<file path="src/hw/smc_defs.vh">
// Constants for the motion sensor upper register bank
`ifndef SMC_DEFS_VH
`define SMC_DEFS_VH
`define SMC_ADDR_REV_ID        7'h01
`define SMC_ADDR_MOVE_STATUS   7'h02
`define SMC_ADDR_DELTA_X       7'h03
`define SMC_ADDR_DELTA_Y       7'h04
`define SMC_ADDR_INV_REV       7'h3F
`define SMC_ADDR_EMITTER_CTRL  7'h40
`define SMC_ADDR_MOVE_PIN_CFG  7'h41
`define SMC_ADDR_BURST_START   7'h42
`define SMC_ADDR_BURST_END     7'h44
`define SMC_ADDR_POWER_STATE   7'h45
`define SMC_ADDR_BURST_TRIG    7'h63
`define SMC_RST_EMITTER_CTRL   8'h00
`define SMC_RST_MOVE_PIN_CFG   8'h40
`define SMC_RST_BURST_START    8'h03
`define SMC_RST_BURST_END      8'h09
`define SMC_RST_POWER_STATE    8'h00
`define SMC_RST_BURST_TRIG     8'h00
`define SMC_BIT_FORCE_OFF      3
`define SMC_BIT_EDGE_SEL       6
`define SMC_BIT_POLARITY       7
`define SMC_MASK_EMITTER       8'h08
`define SMC_MASK_PIN_CFG       8'hC0
`define SMC_MASK_POWER         8'hC0
`define SMC_BIT_MOVE_FLAG      7
`define SMC_PULSE_NS           380
`define SMC_CLK_NS             100
`define SMC_PULSE_CYC          ((`SMC_PULSE_NS + `SMC_CLK_NS - 1) / `SMC_CLK_NS)
`define SMC_PULSE_GAP          1
`define SMC_CMD_BITS           8
`define SMC_DATA_BITS          8
`endif

</file>
<file path="src/hw/smc_regs.v">
// Motion sensor upper register bank behind a two-wire serial port
`include "smc_defs.vh"
module smc_regs #(
  parameter [7:0] REV_ID     = 8'h5A,  // Arbitrary revision value
  parameter       FIFO_DEPTH = 8,
  parameter       FIFO_AW    = 3
) (
  // Clock and reset
  input  wire       clk_sys,
  input  wire       nrst,
  // Two-wire serial port; data pin split, enable low while driving
  input  wire       sclk,
  input  wire       sdio_in,
  output reg        sdio_out_ff,
  output reg        sdio_oe_n_ff,
  // Motion source from the tracking core
  input  wire       move_valid,
  input  wire [7:0] move_dx,
  input  wire [7:0] move_dy,
  output reg        move_ready_ff,
  // Device outputs
  output reg        motion_pin_ff,
  output reg        emitter_off_ff,
  output reg  [1:0] power_state_ff
);
  // Link FSM states
  localparam ST_CMD  = 2'b00;
  localparam ST_WR   = 2'b01;
  localparam ST_RD   = 2'b10;
  localparam ST_BRST = 2'b11;
  localparam PW      = 3;
  localparam          PULSE_CYC  = `SMC_PULSE_CYC;
  localparam          GAP_CYC    = `SMC_PULSE_GAP;
  localparam [PW-1:0] PULSE_LOAD = PULSE_CYC[PW-1:0];
  localparam [PW-1:0] PULSE_GAP  = GAP_CYC[PW-1:0];
  localparam [7:0]    PWR_RST    = `SMC_RST_POWER_STATE;

  reg  [2:0] sclk_sync_ff;
  reg  [1:0] sdio_sync_ff;
  reg  [1:0] st_ff;
  reg  [3:0] bit_cnt_ff;
  reg  [7:0] shift_ff;
  reg  [6:0] addr_ff;
  reg  [6:0] burst_addr_ff;
  reg  [7:0] emitter_ctrl_ff;
  reg  [7:0] pin_cfg_ff;
  reg  [7:0] burst_start_ff;
  reg  [7:0] burst_end_ff;
  reg  [7:0] delta_x_ff;
  reg  [7:0] delta_y_ff;
  reg        pending_ff;
  reg  [1:0] read_step_ff;
  reg  [PW-1:0] pulse_cnt_ff;
  reg        wr_strobe_ff;
  reg        rd_done_ff;
  reg  [6:0] rd_done_addr_ff;
  reg  [7:0] rd_data;
  reg  [6:0] rd_addr;
  reg  [7:0] nxt_emitter_ctrl;
  reg  [7:0] nxt_pin_cfg;
  reg  [7:0] nxt_burst_start;
  reg  [7:0] nxt_burst_end;
  reg  [1:0] nxt_power_state;
  reg  [7:0] nxt_delta_x;
  reg  [7:0] nxt_delta_y;
  reg        nxt_pending;
  reg  [1:0] nxt_read_step;
  reg  [PW-1:0] nxt_pulse_cnt;
  reg        nxt_motion_pin;
  wire       sclk_rise;
  wire       sclk_fall;
  wire       sdio_s;
  wire       fifo_valid;
  wire       fifo_ready;
  wire [15:0] fifo_data;
  wire       take_motion;
  wire       edge_mode;
  wire       polarity;
  wire       active_level;
  wire       idle_level;

  // Sample the link clock through three flops and the data pin through two
  always @(posedge clk_sys or negedge nrst) begin
    if (!nrst) begin
      sclk_sync_ff <= 3'h7;
      sdio_sync_ff <= 2'h0;
    end else begin
      sclk_sync_ff <= {sclk_sync_ff[1:0], sclk};
      sdio_sync_ff <= {sdio_sync_ff[0], sdio_in};
    end
  end

  // Edges look only at the second and third stages
  assign sclk_rise = sclk_sync_ff[1] & ~sclk_sync_ff[2];
  assign sclk_fall = ~sclk_sync_ff[1] & sclk_sync_ff[2];
  assign sdio_s    = sdio_sync_ff[1];

  // Motion events queue here so bursts of frames are not lost while the pin is busy
  smc_fifo #(
    .WIDTH (16),
    .DEPTH (FIFO_DEPTH),
    .AW    (FIFO_AW)
  ) u_fifo (
    .clk_sys   (clk_sys),
    .nrst      (nrst),
    .in_valid  (move_valid),
    .in_ready  (fifo_ready),
    .in_data   ({move_dx, move_dy}),
    .out_valid (fifo_valid),
    .out_ready (take_motion),
    .out_data  (fifo_data),
    .flush     (1'b0)
  );

  assign edge_mode    = pin_cfg_ff[`SMC_BIT_EDGE_SEL];
  assign polarity     = pin_cfg_ff[`SMC_BIT_POLARITY];
  assign active_level = polarity;
  assign idle_level   = ~polarity;
  // Accumulate only when the host is not mid-readout, keeping X and Y coherent
  assign take_motion  = fifo_valid & (read_step_ff == 2'h0) & (pulse_cnt_ff == {PW{1'b0}});

  // Read mux, reserved bits read zero
  always @* begin
    rd_addr = (st_ff == ST_BRST) ? burst_addr_ff : addr_ff;
    case (rd_addr)
      `SMC_ADDR_REV_ID:       rd_data = REV_ID;
      `SMC_ADDR_MOVE_STATUS:  rd_data = {pending_ff, 7'h00};
      `SMC_ADDR_DELTA_X:      rd_data = delta_x_ff;
      `SMC_ADDR_DELTA_Y:      rd_data = delta_y_ff;
      `SMC_ADDR_INV_REV:      rd_data = ~REV_ID;
      `SMC_ADDR_EMITTER_CTRL: rd_data = emitter_ctrl_ff;
      `SMC_ADDR_MOVE_PIN_CFG: rd_data = pin_cfg_ff;
      `SMC_ADDR_BURST_START:  rd_data = burst_start_ff;
      `SMC_ADDR_BURST_END:    rd_data = burst_end_ff;
      `SMC_ADDR_POWER_STATE:  rd_data = {power_state_ff, 6'h00};
      `SMC_ADDR_BURST_TRIG:   rd_data = `SMC_RST_BURST_TRIG;
      default:                rd_data = 8'h00;
    endcase
  end

  // Serial link: address byte with write flag on top, then one data byte or a burst
  always @(posedge clk_sys or negedge nrst) begin
    if (!nrst) begin
      st_ff           <= ST_CMD;
      bit_cnt_ff      <= 4'h0;
      shift_ff        <= 8'h00;
      addr_ff         <= 7'h00;
      burst_addr_ff   <= 7'h00;
      sdio_out_ff     <= 1'b0;
      sdio_oe_n_ff    <= 1'b1;
      wr_strobe_ff    <= 1'b0;
      rd_done_ff      <= 1'b0;
      rd_done_addr_ff <= 7'h00;
    end else begin
      wr_strobe_ff <= 1'b0;
      rd_done_ff   <= 1'b0;
      case (st_ff)
        ST_CMD: begin
          sdio_oe_n_ff <= 1'b1;
          if (sclk_rise) begin
            shift_ff   <= {shift_ff[6:0], sdio_s};
            bit_cnt_ff <= bit_cnt_ff + 4'h1;
            if (bit_cnt_ff == 4'h7) begin
              bit_cnt_ff    <= 4'h0;
              addr_ff       <= {shift_ff[5:0], sdio_s};
              burst_addr_ff <= burst_start_ff[6:0];
              if (shift_ff[6]) begin
                st_ff <= ST_WR;
              end else if ({shift_ff[5:0], sdio_s} == `SMC_ADDR_BURST_TRIG) begin
                st_ff <= ST_BRST;
              end else begin
                st_ff <= ST_RD;
              end
            end
          end
        end
        ST_WR: begin
          if (sclk_rise) begin
            shift_ff   <= {shift_ff[6:0], sdio_s};
            bit_cnt_ff <= bit_cnt_ff + 4'h1;
            if (bit_cnt_ff == 4'h7) begin
              bit_cnt_ff   <= 4'h0;
              shift_ff     <= {shift_ff[6:0], sdio_s};
              wr_strobe_ff <= 1'b1;
              st_ff        <= ST_CMD;
            end
          end
        end
        ST_RD, ST_BRST: begin
          // Data changes on falling edges so the host samples on rising ones
          if (sclk_fall) begin
            sdio_oe_n_ff <= 1'b0;
            sdio_out_ff  <= rd_data[3'h7 - bit_cnt_ff[2:0]];
          end
          if (sclk_rise && !sdio_oe_n_ff) begin
            bit_cnt_ff <= bit_cnt_ff + 4'h1;
            if (bit_cnt_ff == 4'h7) begin
              bit_cnt_ff      <= 4'h0;
              rd_done_ff      <= 1'b1;
              rd_done_addr_ff <= rd_addr;
              // Burst walks start..end; host must clock exactly that many bytes
              if (st_ff == ST_BRST && burst_addr_ff != burst_end_ff[6:0]) begin
                burst_addr_ff <= burst_addr_ff + 7'h01;
              end else begin
                st_ff <= ST_CMD;
              end
            end
          end
        end
        default: st_ff <= ST_CMD;
      endcase
    end
  end

  // Next configuration values; reserved bits masked off on the way in
  always @* begin
    nxt_emitter_ctrl = emitter_ctrl_ff;
    nxt_pin_cfg      = pin_cfg_ff;
    nxt_burst_start  = burst_start_ff;
    nxt_burst_end    = burst_end_ff;
    nxt_power_state  = power_state_ff;
    if (wr_strobe_ff) begin
      case (addr_ff)
        `SMC_ADDR_EMITTER_CTRL: nxt_emitter_ctrl = shift_ff & `SMC_MASK_EMITTER;
        `SMC_ADDR_MOVE_PIN_CFG: nxt_pin_cfg      = shift_ff & `SMC_MASK_PIN_CFG;
        `SMC_ADDR_BURST_START:  nxt_burst_start  = shift_ff;
        `SMC_ADDR_BURST_END:    nxt_burst_end    = shift_ff;
        `SMC_ADDR_POWER_STATE:  nxt_power_state  = shift_ff[7:6];
        default:                nxt_power_state  = power_state_ff;
      endcase
    end
  end

  // Configuration registers; unmapped writes leave them untouched
  always @(posedge clk_sys or negedge nrst) begin
    if (!nrst) begin
      emitter_ctrl_ff <= `SMC_RST_EMITTER_CTRL;
      pin_cfg_ff      <= `SMC_RST_MOVE_PIN_CFG;
      burst_start_ff  <= `SMC_RST_BURST_START;
      burst_end_ff    <= `SMC_RST_BURST_END;
      power_state_ff  <= PWR_RST[7:6];
    end else begin
      emitter_ctrl_ff <= nxt_emitter_ctrl;
      pin_cfg_ff      <= nxt_pin_cfg;
      burst_start_ff  <= nxt_burst_start;
      burst_end_ff    <= nxt_burst_end;
      power_state_ff  <= nxt_power_state;
    end
  end

  // Emitter force-off follows bit 3, registered
  always @(posedge clk_sys or negedge nrst) begin
    if (!nrst) begin
      emitter_off_ff <= 1'b0;
    end else begin
      emitter_off_ff <= emitter_ctrl_ff[`SMC_BIT_FORCE_OFF];
    end
  end

  // Next displacement and readout step; a finished read is never lost to motion
  always @* begin
    nxt_delta_x   = delta_x_ff;
    nxt_delta_y   = delta_y_ff;
    nxt_pending   = pending_ff;
    nxt_read_step = read_step_ff;
    // Status then X then Y; Y completes the readout
    if (rd_done_ff) begin
      if (rd_done_addr_ff == `SMC_ADDR_MOVE_STATUS) begin
        nxt_read_step = 2'h1;
      end else if (rd_done_addr_ff == `SMC_ADDR_DELTA_X && read_step_ff == 2'h1) begin
        nxt_read_step = 2'h2;
      end else if (rd_done_addr_ff == `SMC_ADDR_DELTA_Y && read_step_ff == 2'h2) begin
        nxt_read_step = 2'h0;
        nxt_delta_x   = 8'h00;
        nxt_delta_y   = 8'h00;
        nxt_pending   = 1'b0;
      end
    end
    // Motion wins over the clear, though the step gate keeps them apart
    if (take_motion) begin
      nxt_delta_x = delta_x_ff + fifo_data[15:8];
      nxt_delta_y = delta_y_ff + fifo_data[7:0];
      nxt_pending = 1'b1;
    end
  end

  // Displacement registers and readout step
  always @(posedge clk_sys or negedge nrst) begin
    if (!nrst) begin
      delta_x_ff   <= 8'h00;
      delta_y_ff   <= 8'h00;
      pending_ff   <= 1'b0;
      read_step_ff <= 2'h0;
    end else begin
      delta_x_ff   <= nxt_delta_x;
      delta_y_ff   <= nxt_delta_y;
      pending_ff   <= nxt_pending;
      read_step_ff <= nxt_read_step;
    end
  end

  // Motion pin: level while pending, or a fixed pulse per event
  always @* begin
    nxt_pulse_cnt = pulse_cnt_ff;
    if (take_motion && edge_mode) begin
      nxt_pulse_cnt = PULSE_LOAD;
    end else if (pulse_cnt_ff != {PW{1'b0}}) begin
      nxt_pulse_cnt = pulse_cnt_ff - 1'b1;
    end
    if (edge_mode) begin
      // Four active cycles, then one idle so back-to-back events stay separate edges
      nxt_motion_pin = (take_motion || pulse_cnt_ff > PULSE_GAP) ? active_level : idle_level;
    end else begin
      nxt_motion_pin = (pending_ff || take_motion) ? active_level : idle_level;
    end
  end

  // Pin, pulse counter and buffer-ready copy
  always @(posedge clk_sys or negedge nrst) begin
    if (!nrst) begin
      pulse_cnt_ff  <= {PW{1'b0}};
      motion_pin_ff <= 1'b1;
      move_ready_ff <= 1'b0;
    end else begin
      pulse_cnt_ff  <= nxt_pulse_cnt;
      motion_pin_ff <= nxt_motion_pin;
      move_ready_ff <= fifo_ready;
    end
  end
endmodule

</file>
<file path="src/hw/smc_fifo.v">
// Small synchronous FIFO with valid and ready on both sides
module smc_fifo #(
  parameter WIDTH = 8,
  parameter DEPTH = 8,
  parameter AW    = 3
) (
  // Clock and reset
  input  wire             clk_sys,
  input  wire             nrst,
  // Fill side
  input  wire             in_valid,
  output wire             in_ready,
  input  wire [WIDTH-1:0] in_data,
  // Drain side
  output wire             out_valid,
  input  wire             out_ready,
  output wire [WIDTH-1:0] out_data,
  // Flush
  input  wire             flush
);
  reg [WIDTH-1:0] mem_ff [0:DEPTH-1];
  reg [AW-1:0]    wr_ptr_ff;
  reg [AW-1:0]    rd_ptr_ff;
  reg [AW:0]      count_ff;
  wire            push;
  wire            pop;

  // Full and empty come straight from the count
  assign in_ready  = (count_ff != DEPTH[AW:0]);
  assign out_valid = (count_ff != {(AW+1){1'b0}});
  assign out_data  = mem_ff[rd_ptr_ff];
  assign push      = in_valid & in_ready;
  assign pop       = out_valid & out_ready;

  // Storage has no reset, only pointers and count do
  always @(posedge clk_sys) begin
    if (push) begin
      mem_ff[wr_ptr_ff] <= in_data;
    end
  end

  // Pointers and count
  always @(posedge clk_sys or negedge nrst) begin
    if (!nrst) begin
      wr_ptr_ff <= {AW{1'b0}};
      rd_ptr_ff <= {AW{1'b0}};
      count_ff  <= {(AW+1){1'b0}};
    end else if (flush) begin
      wr_ptr_ff <= {AW{1'b0}};
      rd_ptr_ff <= {AW{1'b0}};
      count_ff  <= {(AW+1){1'b0}};
    end else begin
      if (push) begin
        wr_ptr_ff <= (wr_ptr_ff == DEPTH[AW-1:0] - 1'b1) ? {AW{1'b0}} : wr_ptr_ff + 1'b1;
      end
      if (pop) begin
        rd_ptr_ff <= (rd_ptr_ff == DEPTH[AW-1:0] - 1'b1) ? {AW{1'b0}} : rd_ptr_ff + 1'b1;
      end
      if (push && !pop) begin
        count_ff <= count_ff + 1'b1;
      end else if (pop && !push) begin
        count_ff <= count_ff - 1'b1;
      end
    end
  end
endmodule

</file>
<file path="config.mk">
export PLATFORM = sky130hd
export DESIGN_NAME = smc_regs
export DESIGN_NICKNAME = d
export VERILOG_FILES = /design/src/hw/smc_regs.v /design/src/hw/smc_fifo.v
export VERILOG_INCLUDE_DIRS = /design/src /design/src/hw
export SDC_FILE = /design/constraint.sdc
export NUM_CORES = 1
export LEC_CHECK = 0
export ABC_AREA = 1
export BUFFER_PORTS_ARGS = -buffer_cell sky130_fd_sc_hd__buf_4
export CAP_MARGIN = 30
export CORE_ASPECT_RATIO = 0.75
export CORE_MARGIN = 2
export CORE_UTILIZATION = 25
export DETAILED_ROUTE_END_ITERATION = 10
export GPL_ROUTABILITY_DRIVEN = 0
export PLACE_DENSITY = 0.47
export SLEW_MARGIN = 20
export SYNTH_ARGS = -nofsm -noshare
export SYNTH_HDL_FRONTEND = slang
export SYNTH_SLANG_ARGS = --single-unit
</file>
<file path="constraint.sdc">
create_clock -name clk_sys -period 2.8 [get_ports clk_sys]
set_input_delay 0.56 -clock clk_sys [delete_from_list [all_inputs] [get_ports clk_sys]]
set_output_delay 0.56 -clock clk_sys [all_outputs]
set_load 0.01 [all_outputs]
</file>
Word-level counts from Yosys, hierarchy flattened
Memories as Yosys holds them, arrays and structs flattened.
Cells that the tools add are included.
- register bits: 100
- bits in writable memories: 128
- bits of input ports: 21
- output and inout port bits: 7
- logic and storage cells: 187
- memories kept: 1
- add/subtract/negate cells: 10
- order comparisons: 2
- eq/ne operators: 41
- mux-type cells: 56
- bitwise operators: 9
- reductions and logical operators: 40
- memory list (memory ; depth ; bits a word ; rd ports ; clocked after Yosys merged registers in ; write ports ; RTL line ; text):
    u_fifo.mem_ff ; 8 ; 16 ; 1 ; 0 ; 1 ; smc_fifo.v:21 ; reg [WIDTH-1:0] mem_ff [0:DEPTH-1];
- operators with widths (kind ; count):
    $pmux 8 s10 ; 1
    $eq 7x7->1 const B ; 11
    $mux 8 ; 6
    $mux 7 ; 6
    $eq 7x2->1 const B ; 4
    $mux 2 ; 11
    $ne 2x2->1 const B ; 11
    $mux 4 ; 5
    $reduce_and 2->1 ; 10
    $mux 1 ; 18
    $add 8x8->8 ; 2
    $eq 7x3->1 const B ; 2
    $pmux 7 s2 ; 1
    $mux 3 ; 4
    $reduce_bool 2->1 ; 5
    $add 4x1->4 const B ; 2
    $pmux 4 s2 ; 1
    $add 7x1->7 const B ; 1
    $eq 7x1->1 const B ; 1
    $eq 7x6->1 const B ; 1
    $logic_and 1x1->1 ; 7
    $ne 7x7->1 ; 1
    $reduce_and 7->1 ; 1
    $add 3x1->3 const B ; 2
    26 further kinds ; 44

Logic depth before layout (Yosys ltp)
Gate-level depths: netlist of the first run.
- depth in word-level cells: 7
- mapped depth: 20
- depth with buffers taken out: 17

Modules after synthesis
Synthesis of the first run repeated with hierarchy kept, for this count alone.
- cell total of the unflattened synthesis: 1124
- area, all modules: 10752.8 sq um
- modules (own cells, without submodules) (module ; instances ; cells an instance ; area an instance (sq um) ; sequential area each (sq um)):
    smc_fifo ; 1 ; 453 ; 5624.1 ; 4093.9
    smc_regs ; 1 ; 671 ; 5128.7 ; 2264.7

Least setup slack after synthesis of the first run
Ideal clock, no wire load.
- path type: reg2reg
- start: register u_fifo.rd_ptr_ff[0]
- end: register delta_y_ff[6]
- library setup time: 0.134 ns
- arrival time: 2.616 ns
- required time: 2.666 ns
- path slack: 0.050 ns
- cell stages (with the launch flop): 21
- path buffers: 3
- clock period less this slack: 2.750 ns
- cell sequence: dfrtp_1 inv_1 buf_2 clkbuf_1 clkbuf_1 nor2_1 o22ai_1 nor2_1 a31oi_1 ha_1 fa_1 nand2_1 inv_1 o21ai_0 and2_1 inv_1 a21oi_1 o21bai_1 a21oi_1 o21ai_0 o21ai_0
- word-level cells in the longest chain between the ends: 3
- RTL lines (element ; RTL line ; text):
    start, declared ; smc_fifo.v:23 ; reg [AW-1:0] rd_ptr_ff;
    start signal, assigned ; smc_fifo.v:46 ; rd_ptr_ff <= {AW{1'b0}};
    start signal, assigned ; smc_fifo.v:50 ; rd_ptr_ff <= {AW{1'b0}};
    start signal, assigned ; smc_fifo.v:57 ; rd_ptr_ff <= (rd_ptr_ff == DEPTH[AW-1:0] - 1'b1) ? {AW{1'b0}} : rd_ptr_ff + 1'b1;
    $mem_v2 8x16 ; n/a ;
    $add 8x8->8 ; smc_regs.v:282 ; nxt_delta_y = delta_y_ff + fifo_data[7:0];
    $mux 8 ; smc_regs.v:280 ; if (take_motion) begin
    end signal, assigned ; smc_regs.v:296 ; delta_y_ff <= nxt_delta_y;
    end, declared ; smc_regs.v:50 ; reg [7:0] delta_y_ff;
Every way passes these cells.
A chain may end at the register's enable or synchronous reset.

Worst setup path in the final report of the first run
Ends and elaborated chain as after synthesis.

==> flow_summary.toml, run 1 <==
[worst_setup_path]
r2r_cells = 15
critPathSlowestCell = "dfrtp_2"
r2r_start = "u_fifo.rd_ptr_ff[0]"
crit_fanout = 25
r2r_setup_slack_ns = 0.24
reg2reg_to = "delta_y_ff[6]"
worstPathArrival_ns = 3.02
cp-start-kind = "flip-flop"
cpPeakStageDelay_ns = 0.44
cp_common_cell = "o21ai_0"
critPathLaunch = "u_fifo.rd_ptr_ff[0]"
path_depth = 15
path_buf_inv = 3
crit_required_ns = 3.26
crit_type = "reg2reg"
cp-end-kind = "flip-flop"
cp_top_family = "compound AO/OA/AOI/OAI gates"
cp_cell_sequence = "buf_4 -> buf_4 -> o21ai_0 -> o22ai_1 -> nor2_1 -> a31oi_1 -> ha_1 -> o21ai_0 -> and2_1 -> inv_1 -> a21oi_1 -> o21bai_1 -> a21oi_1 -> o21ai_0 -> o21ai_0"

[yosys]
ys_ff_latch = 228
netlist.area_leader.share_pct = 35.9
yosysMostFrequentCell = "nand2_1"
syn_area_per_cell_sq_um = 9.61
synth_area_sq_um = 10700
synth_area_leaders = "edfxtp_1 (36%), dfrtp_1 (21%), nand2_1 (6.9%)"
yosysUniqueCellTypes = 39
ys.flop_type = "edfxtp_1"
synthTopCellsByCount = "nand2_1 (196), nor2_1 (180), o21ai_0 (137), edfxtp_1 (128), inv_1 (92)"
ys_seq_area_share_pct = 59.4
synth_edf_count = 128
syn_nets = 1163
synthArstFlopShare_pct = 43.9
yosys_warnings = 0
syn_inst = 1113
synth_area_leader_cell = "edfxtp_1"

[placed_design]
io_buffers = 27
hpwl_mm = 18.8
place_area_sq_um = 11800
post-place-cells = 1716

[layout]
utilization_pct = 30.4
stdcell_count = 1770
diodes = 0
syn_to_final_growth_pct = 19.7
finalNetCount = 1233
drive_gt1_share_pct = 14.7
final_area_sq_um = 12800

[clock_network]
cts_tree = "built"
cts_root_buffer = "clkbuf_16"
cts.htree.levels = 1
clkTransAtPathRegs_ns = 0.06
cts_buffers = 26
clockBufferDepth = 3
clk_latency_ns = 0.54
cts_hold_buf = 0
cts.sinks = 228

[floorplan]
die_h_microns = 183
coreArea_sq_um = 42100
io-pin-count = 28
rows = 65
die_x_microns = 243
die-area_sq_um = 44500
start_util_pct = 25.4

[pwr]
peakVddDrop_uv = 533
p_leak_uw = 0.00517
p_per_area_nw_per_um2 = 1130

[sta]
rsz0062_at_grt = "yes"
worst_pin_slew_ns = 0.632
hold_viol = 0
slew_headroom_pct = 57.9
maxSlewViolCount = 0
setup_tns_ns = 0
fin_skew_ns = 0.0119
period_minus_slack_ns = 2.56
period_share_pct = 91.5
max_freq_ghz = 0.391
hold_slack_ns = 0.0417
setup_violations = 0

[detailed_routing]
antenna_left = 0
dr_total_vias = 7804
drtIter0Drc = 562
drc = 0
firstDrtPassIters = 5
totalWireLength_mm = 27.7
routedWlPerCell_microns = 15.6
viasPerCell = 4.41

[global_route]
grt_max_degree = 46
gr-total-overflow = 0
gr-usage-all-layers_pct = 12.6
antenna_found_initial = 0
grt_first_pass_wirelength_mm = 43.9
grt_pass1_vias = 7590

[outcome]
status = "complete, no violations"

[run]
cap_violations = 0

[hold_path]
hp-class = "in2async"
## metrics by stage
stage	power [uW]	setup WS, ns
4_1_cts	14500	0.0778
3_5_place_dp	10700	0.112
6_report	14500	0.239
3_3_place_gp	10700	0.164
5_1_grt	15700	-0.0173
2_1_floorplan	8790	0.0500
## repair_timing
| action | CTS | global route |
|---|---|---|
| resized for setup | 0 | 9 |
| setup buffers | 0 | 7 |
| endpoints found under the setup margin | 0 | 6 |
## where the power goes
part | leakage (uW) | switching (uW) | total [uW] | internal, uW
combinational | 0.00230 | 3690 | 6090 | 2400
sequential | 0.00243 | 516 | 4780 | 4260
clock | 0.000439 | 1390 | 3610 | 2220
## area by class of cell
| class | count | area (sq um) |
|---|---|---|
| fill | 4413 | 29300 |
| clock inverter | 15 | 205 |
| multi-input combinational | 747 | 3800 |
| inverter | 98 | 374 |
| tap | 569 | 712 |
| sequential | 228 | 6360 |
| clock buffer | 31 | 691 |
| timing repair buffer | 82 | 674 |
## state kept, by name, indices dropped and copies added (netlist names), 2 cells and up
| signal | flops |
|---|---|
| u_fifo.mem_ff | 128 |
| burst_end_ff | 8 |
| burst_start_ff | 8 |
| delta_x_ff | 8 |
| delta_y_ff | 8 |
| shift_ff | 8 |
| addr_ff | 7 |
| burst_addr_ff | 7 |
| rd_done_addr_ff | 7 |
| bit_cnt_ff | 4 |
| u_fifo.count_ff | 4 |
| pulse_cnt_ff | 3 |
| sclk_sync_ff | 3 |
| u_fifo.rd_ptr_ff | 3 |
| u_fifo.wr_ptr_ff | 3 |
| pin_cfg_ff | 2 |
| power_state_ff | 2 |
| read_step_ff | 2 |
| sdio_sync_ff | 2 |
| st_ff | 2 |
## per-layer routing
layer	vias to the layer above	GRT usage, %	share of wire [%]
li1	3902	-	-
met1	3713	19.5	53
met2	156	17.9	41
met3	33	2.28	4.3
met4	0	2.67	1.7
met5	-	0	0
## layout by cell type, fill, tap and decap left out, types with 4 or more instances in the layout
| cell type | synthesis | final |
|---|---|---|
| a21oi_1 | 22 | 21 |
| a31oi_1 | 16 | 16 |
| buf_4 | 4 | 77 |
| bufinv_16 | 0 | 5 |
| clkbuf_1 | 27 | 4 |
| clkbuf_16 | 0 | 28 |
| clkinv_1 | 2 | 5 |
| clkinv_2 | 0 | 5 |
| dfrtp_1 | 90 | 89 |
| dfstp_2 | 10 | 10 |
| edfxtp_1 | 128 | 128 |
| ha_1 | 26 | 25 |
| inv_1 | 92 | 89 |
| inv_2 | 4 | 5 |
| nand2_1 | 196 | 196 |
| nand2_2 | 13 | 13 |
| nand3_1 | 51 | 51 |
| nand4_1 | 7 | 7 |
| nor2_1 | 180 | 174 |
| nor2_2 | 4 | 10 |
| nor2_4 | 6 | 6 |
| nor3_1 | 12 | 12 |
| o211ai_1 | 5 | 5 |
| o21ai_0 | 137 | 136 |
| o22ai_1 | 30 | 30 |
| xnor2_1 | 11 | 11 |
| xor2_1 | 10 | 10 |
## logic make-up (layout without fill, tap and decap cells)
| logic type | after synthesis | count (layout) | share of synthesized area (%) |
|---|---|---|---|
| compound gates | 216 | 216 | 10.9 |
| xor+xnor | 21 | 21 | 1.72 |
| fa+ha+maj | 29 | 29 | 3.60 |
| buf+inv | 138 | 226 | 5.32 |
| flops | 228 | 228 | 59.4 |
| simple gates | 481 | 481 | 19.0 |
## worst max path at each step
stage | to | slack [ns]
after floorplan | delta_y_ff[6] | 0.05
after global placement | delta_y_ff[6] | 0.16
after detailed placement | delta_y_ff[6] | 0.11
after CTS | delta_y_ff[6] | 0.08
after global routing | delta_y_ff[6] | -0.02
final | delta_y_ff[6] | 0.24
Power figures use the tool's default switching activity.
==> run 2: changes to the inputs <==
--- a/config.mk
+++ b/config.mk
@@ -6,10 +6,9 @@
 export SDC_FILE = /design/constraint.sdc
 export NUM_CORES = 1
 export LEC_CHECK = 0
-export ABC_AREA = 1
+export ABC_AREA = 0
 export BUFFER_PORTS_ARGS = -buffer_cell sky130_fd_sc_hd__buf_4
 export CAP_MARGIN = 30
-export CORE_ASPECT_RATIO = 0.75
 export CORE_MARGIN = 2
 export CORE_UTILIZATION = 25
 export DETAILED_ROUTE_END_ITERATION = 10
==> run 2 against run 1 <==
The run now ends with setup timing left; routed wire length fell by 11%; clock power is 6.4% lower; worst setup slack got worse by 0.34 ns; sequential power rose by 4%; final area shrank 0.24%; largest cell class unchanged; highest routed layer unchanged.
==> flow_summary.toml, run 2 <==
[outcome]
status = "finished with violations"
violations = "setup timing"

[sta]
rsz0062_at_grt = "yes"
setup_violations = 3
period_share_pct = 103
maxSlewViolCount = 0
worst_slack_ns = -0.0967
hold_viol = 0
fin_skew_ns = 0.00887
slew_headroom_pct = 58.2
period_minus_slack_ns = 2.90
worst_pin_slew_ns = 0.625
max_freq_ghz = 0.345

[worst_setup_path]
cp-end-kind = "flip-flop"
cp-start-kind = "flip-flop"
path_buf_inv = 1
critPathSlowestCell = "mux4_2"
crit_type = "reg2reg"
crit_fanout = 9
crit_required_ns = 3.24
r2r_setup_slack_ns = -0.1
cp_cell_sequence = "buf_12 -> mux4_2 -> mux2_4 -> ha_4 -> a21o_1 -> a21oi_2 -> o21bai_2 -> a2111oi_4 -> or3_1 -> a31oi_1 -> o21ba_1"
cpPeakStageDelay_ns = 0.50
cp_top_family = "compound AO/OA/AOI/OAI gates"
worstPathArrival_ns = 3.34

[layout]
utilization_pct = 31.2
finalNetCount = 867
max_flop_register = "u_fifo.mem_ff"
final_area_sq_um = 12800
syn_to_final_growth_pct = 22.4
regArea_sq_um = 6360
multiInputGateArea_sq_um = 4070
nFillCells = 4083
diodes = 0
mostFrequentLayoutCells = "edfxtp_1 (128), dfrtp_1 (88), buf_4 (85)"
drive_gt1_share_pct = 32.5
layout_commonest_cell = "edfxtp_1"
largest_reg_flops = 128

[detailed_routing]
dr_total_vias = 6270
drc = 0
totalWireLength_mm = 24.6
wl_met3_microns = 859
drtIter0Drc = 303
viasPerCell = 4.58
wl_met2_mm = 11.7
top_layer = "met4"
wl_met1_mm = 11.4
antenna_left = 0
routedWlPerCell_microns = 18.0
firstDrtPassIters = 4

[pwr]
peakVddDrop_uv = 454
intPower_uw = 9240
sw_frac_of_total_pct = 34.2
p_per_area_nw_per_um2 = 1100
p_clk_share_pct = 24.0
pwr-share-seq_pct = 35.4
switchingPower_uw = 4800
p_leak_uw = 0.00494
power_uw = 14000
p_comb_share_pct = 40.6

[yosys]
synth_area_leaders = "edfxtp_1 (37%), dfrtp_1 (22%), mux4_2 (6.9%)"
ys_seq_area_share_pct = 60.9
netlist.area_leader.share_pct = 36.8
synth_area_leader_cell = "edfxtp_1"
ys_ff_latch = 228
yosysMostFrequentCell = "edfxtp_1"
syn_nets = 777
synthArstFlopShare_pct = 43.9
yosysUniqueCellTypes = 81
synth_edf_count = 128
ys.flop_type = "edfxtp_1"
syn_inst = 727
synth_area_sq_um = 10400
syn_area_per_cell_sq_um = 14.4
yosys_warnings = 0
synthTopCellsByCount = "edfxtp_1 (128), dfrtp_1 (90), mux2_2 (55), nand2_1 (51), nor2_1 (38)"

[floorplan]
start_util_pct = 25.5
coreArea_sq_um = 41000
die-area_sq_um = 43400
io-pin-count = 28
die_x_microns = 208
die_h_microns = 208
rows = 74

[run]
cap_violations = 0

[clock_network]
cts_tree = "built"
cts_root_buffer = "clkbuf_16"
clk_latency_ns = 0.55
cts_buffers = 26
clockBufferDepth = 3
clkTransAtPathRegs_ns = 0.06
cts.sinks = 228
cts.htree.levels = 1

[placed_design]
pre_cts_slack_ns = -0.139
io_buffers = 27
hpwl_mm = 16.4
place_area_sq_um = 11800

[global_route]
gr-total-overflow = 0
antenna_found_initial = 0
gr-usage-all-layers_pct = 11.5
grt_max_degree = 58
grt_pass1_vias = 6595
grt_first_pass_wirelength_mm = 39.1

[hold_path]
hp-class = "in2reg"
-- run 2: cell types whose count changed in the layout (fill, tap and decap cells not counted), moves of 41 or more --
cell,before,now
o21ai_0,136,24
nand2_1,196,51
nand3_1,51,10
inv_1,89,18
nor2_1,174,38
mux2_2,0,51
-- run 2: worst paths after layout --
kind | startpoint | endpoint | cells past startpoint
max | u_fifo.rd_ptr_ff[0] | delta_y_ff[7] | 11
min | sclk | sclk_sync_ff[0] | 1
max reg2reg | u_fifo.rd_ptr_ff[0] | delta_y_ff[7] | 11
min reg2reg | sdio_sync_ff[0] | sdio_sync_ff[1] | 0
max in group asynchronous | nrst | pin_cfg_ff[6] | 3
min in group asynchronous | nrst | emitter_off_ff | 2
-- run 2: power by group through the flow --
stage | Sequential, uW | Combinational, uW | Clock, uW
CTS | 4980 | 5670 | 3470
detailed placement | 5040 | 5470 | 0
finish | 4970 | 5700 | 3380
global route | 5070 | 6340 | 3610
floorplan | 4710 | 3920 | 0
global placement | 5040 | 5470 | 0
-- run 2: layout make-up --
class	instances	area share (%)
Tap cell	532	5.21
Multi-Input combinational cell	451	31.9
Clock buffer	39	5.79
Clock inverter	8	0.891
Sequential cell	228	49.8
Inverter	18	0.529
Timing Repair Buffer	92	5.94
-- run 2: per-stage QoR --
step | hold WS (ns) | TNS [ns] | cells
floorplan | 0.264 | -0.298 | 727
global placement | 0.337 | -0.228 | 1318
detailed placement | 0.343 | -0.293 | 1318
CTS | 0.113 | -0.297 | 1369
global route | 0.112 | -0.775 | 1368
finish | 0.130 | -0.222 | 1368
-- run 2: cells by family after synthesis --
kind of cell | Yosys count | share of synthesized area, %
XOR/XNOR | 23 | 1.93
multiplexers | 96 | 13.7
flip-flops | 228 | 60.9
AND/OR/NAND/NOR | 171 | 8.88
AO/OA/AOI/OAI | 132 | 8.93
buffers and inverters | 48 | 1.96
adder cells (fa/ha/maj) | 29 | 3.69
-- run 2: repair_timing --
action                     CTS  global route
hold buffers                 1             0
pin swaps                    8            10
hold endpoints to repair    12             0
setup endpoints to repair    4             7
resized for setup            5             9
setup buffers                3             0
-- run 2: routing by layer --
| layer | track usage, % | up-vias |
|---|---|---|
| met5 | 0 | - |
| met4 | 2.70 | 0 |
| met1 | 15.4 | 3161 |
| met3 | 2.11 | 42 |
| met2 | 19.3 | 96 |
| li1 | - | 2971 |
-- run 2: worst register-to-register path, stage by stage, from the launching register on --
cell and delay [ns]:
dfrtp_2 0.42, buf_12 0.16, mux4_2 0.51, mux2_4 0.29
ha_4 0.26, a21o_1 0.12, a21oi_2 0.06, o21bai_2 0.22
a2111oi_4 0.11, or3_1 0.34, a31oi_1 0.16, o21ba_1 0.16
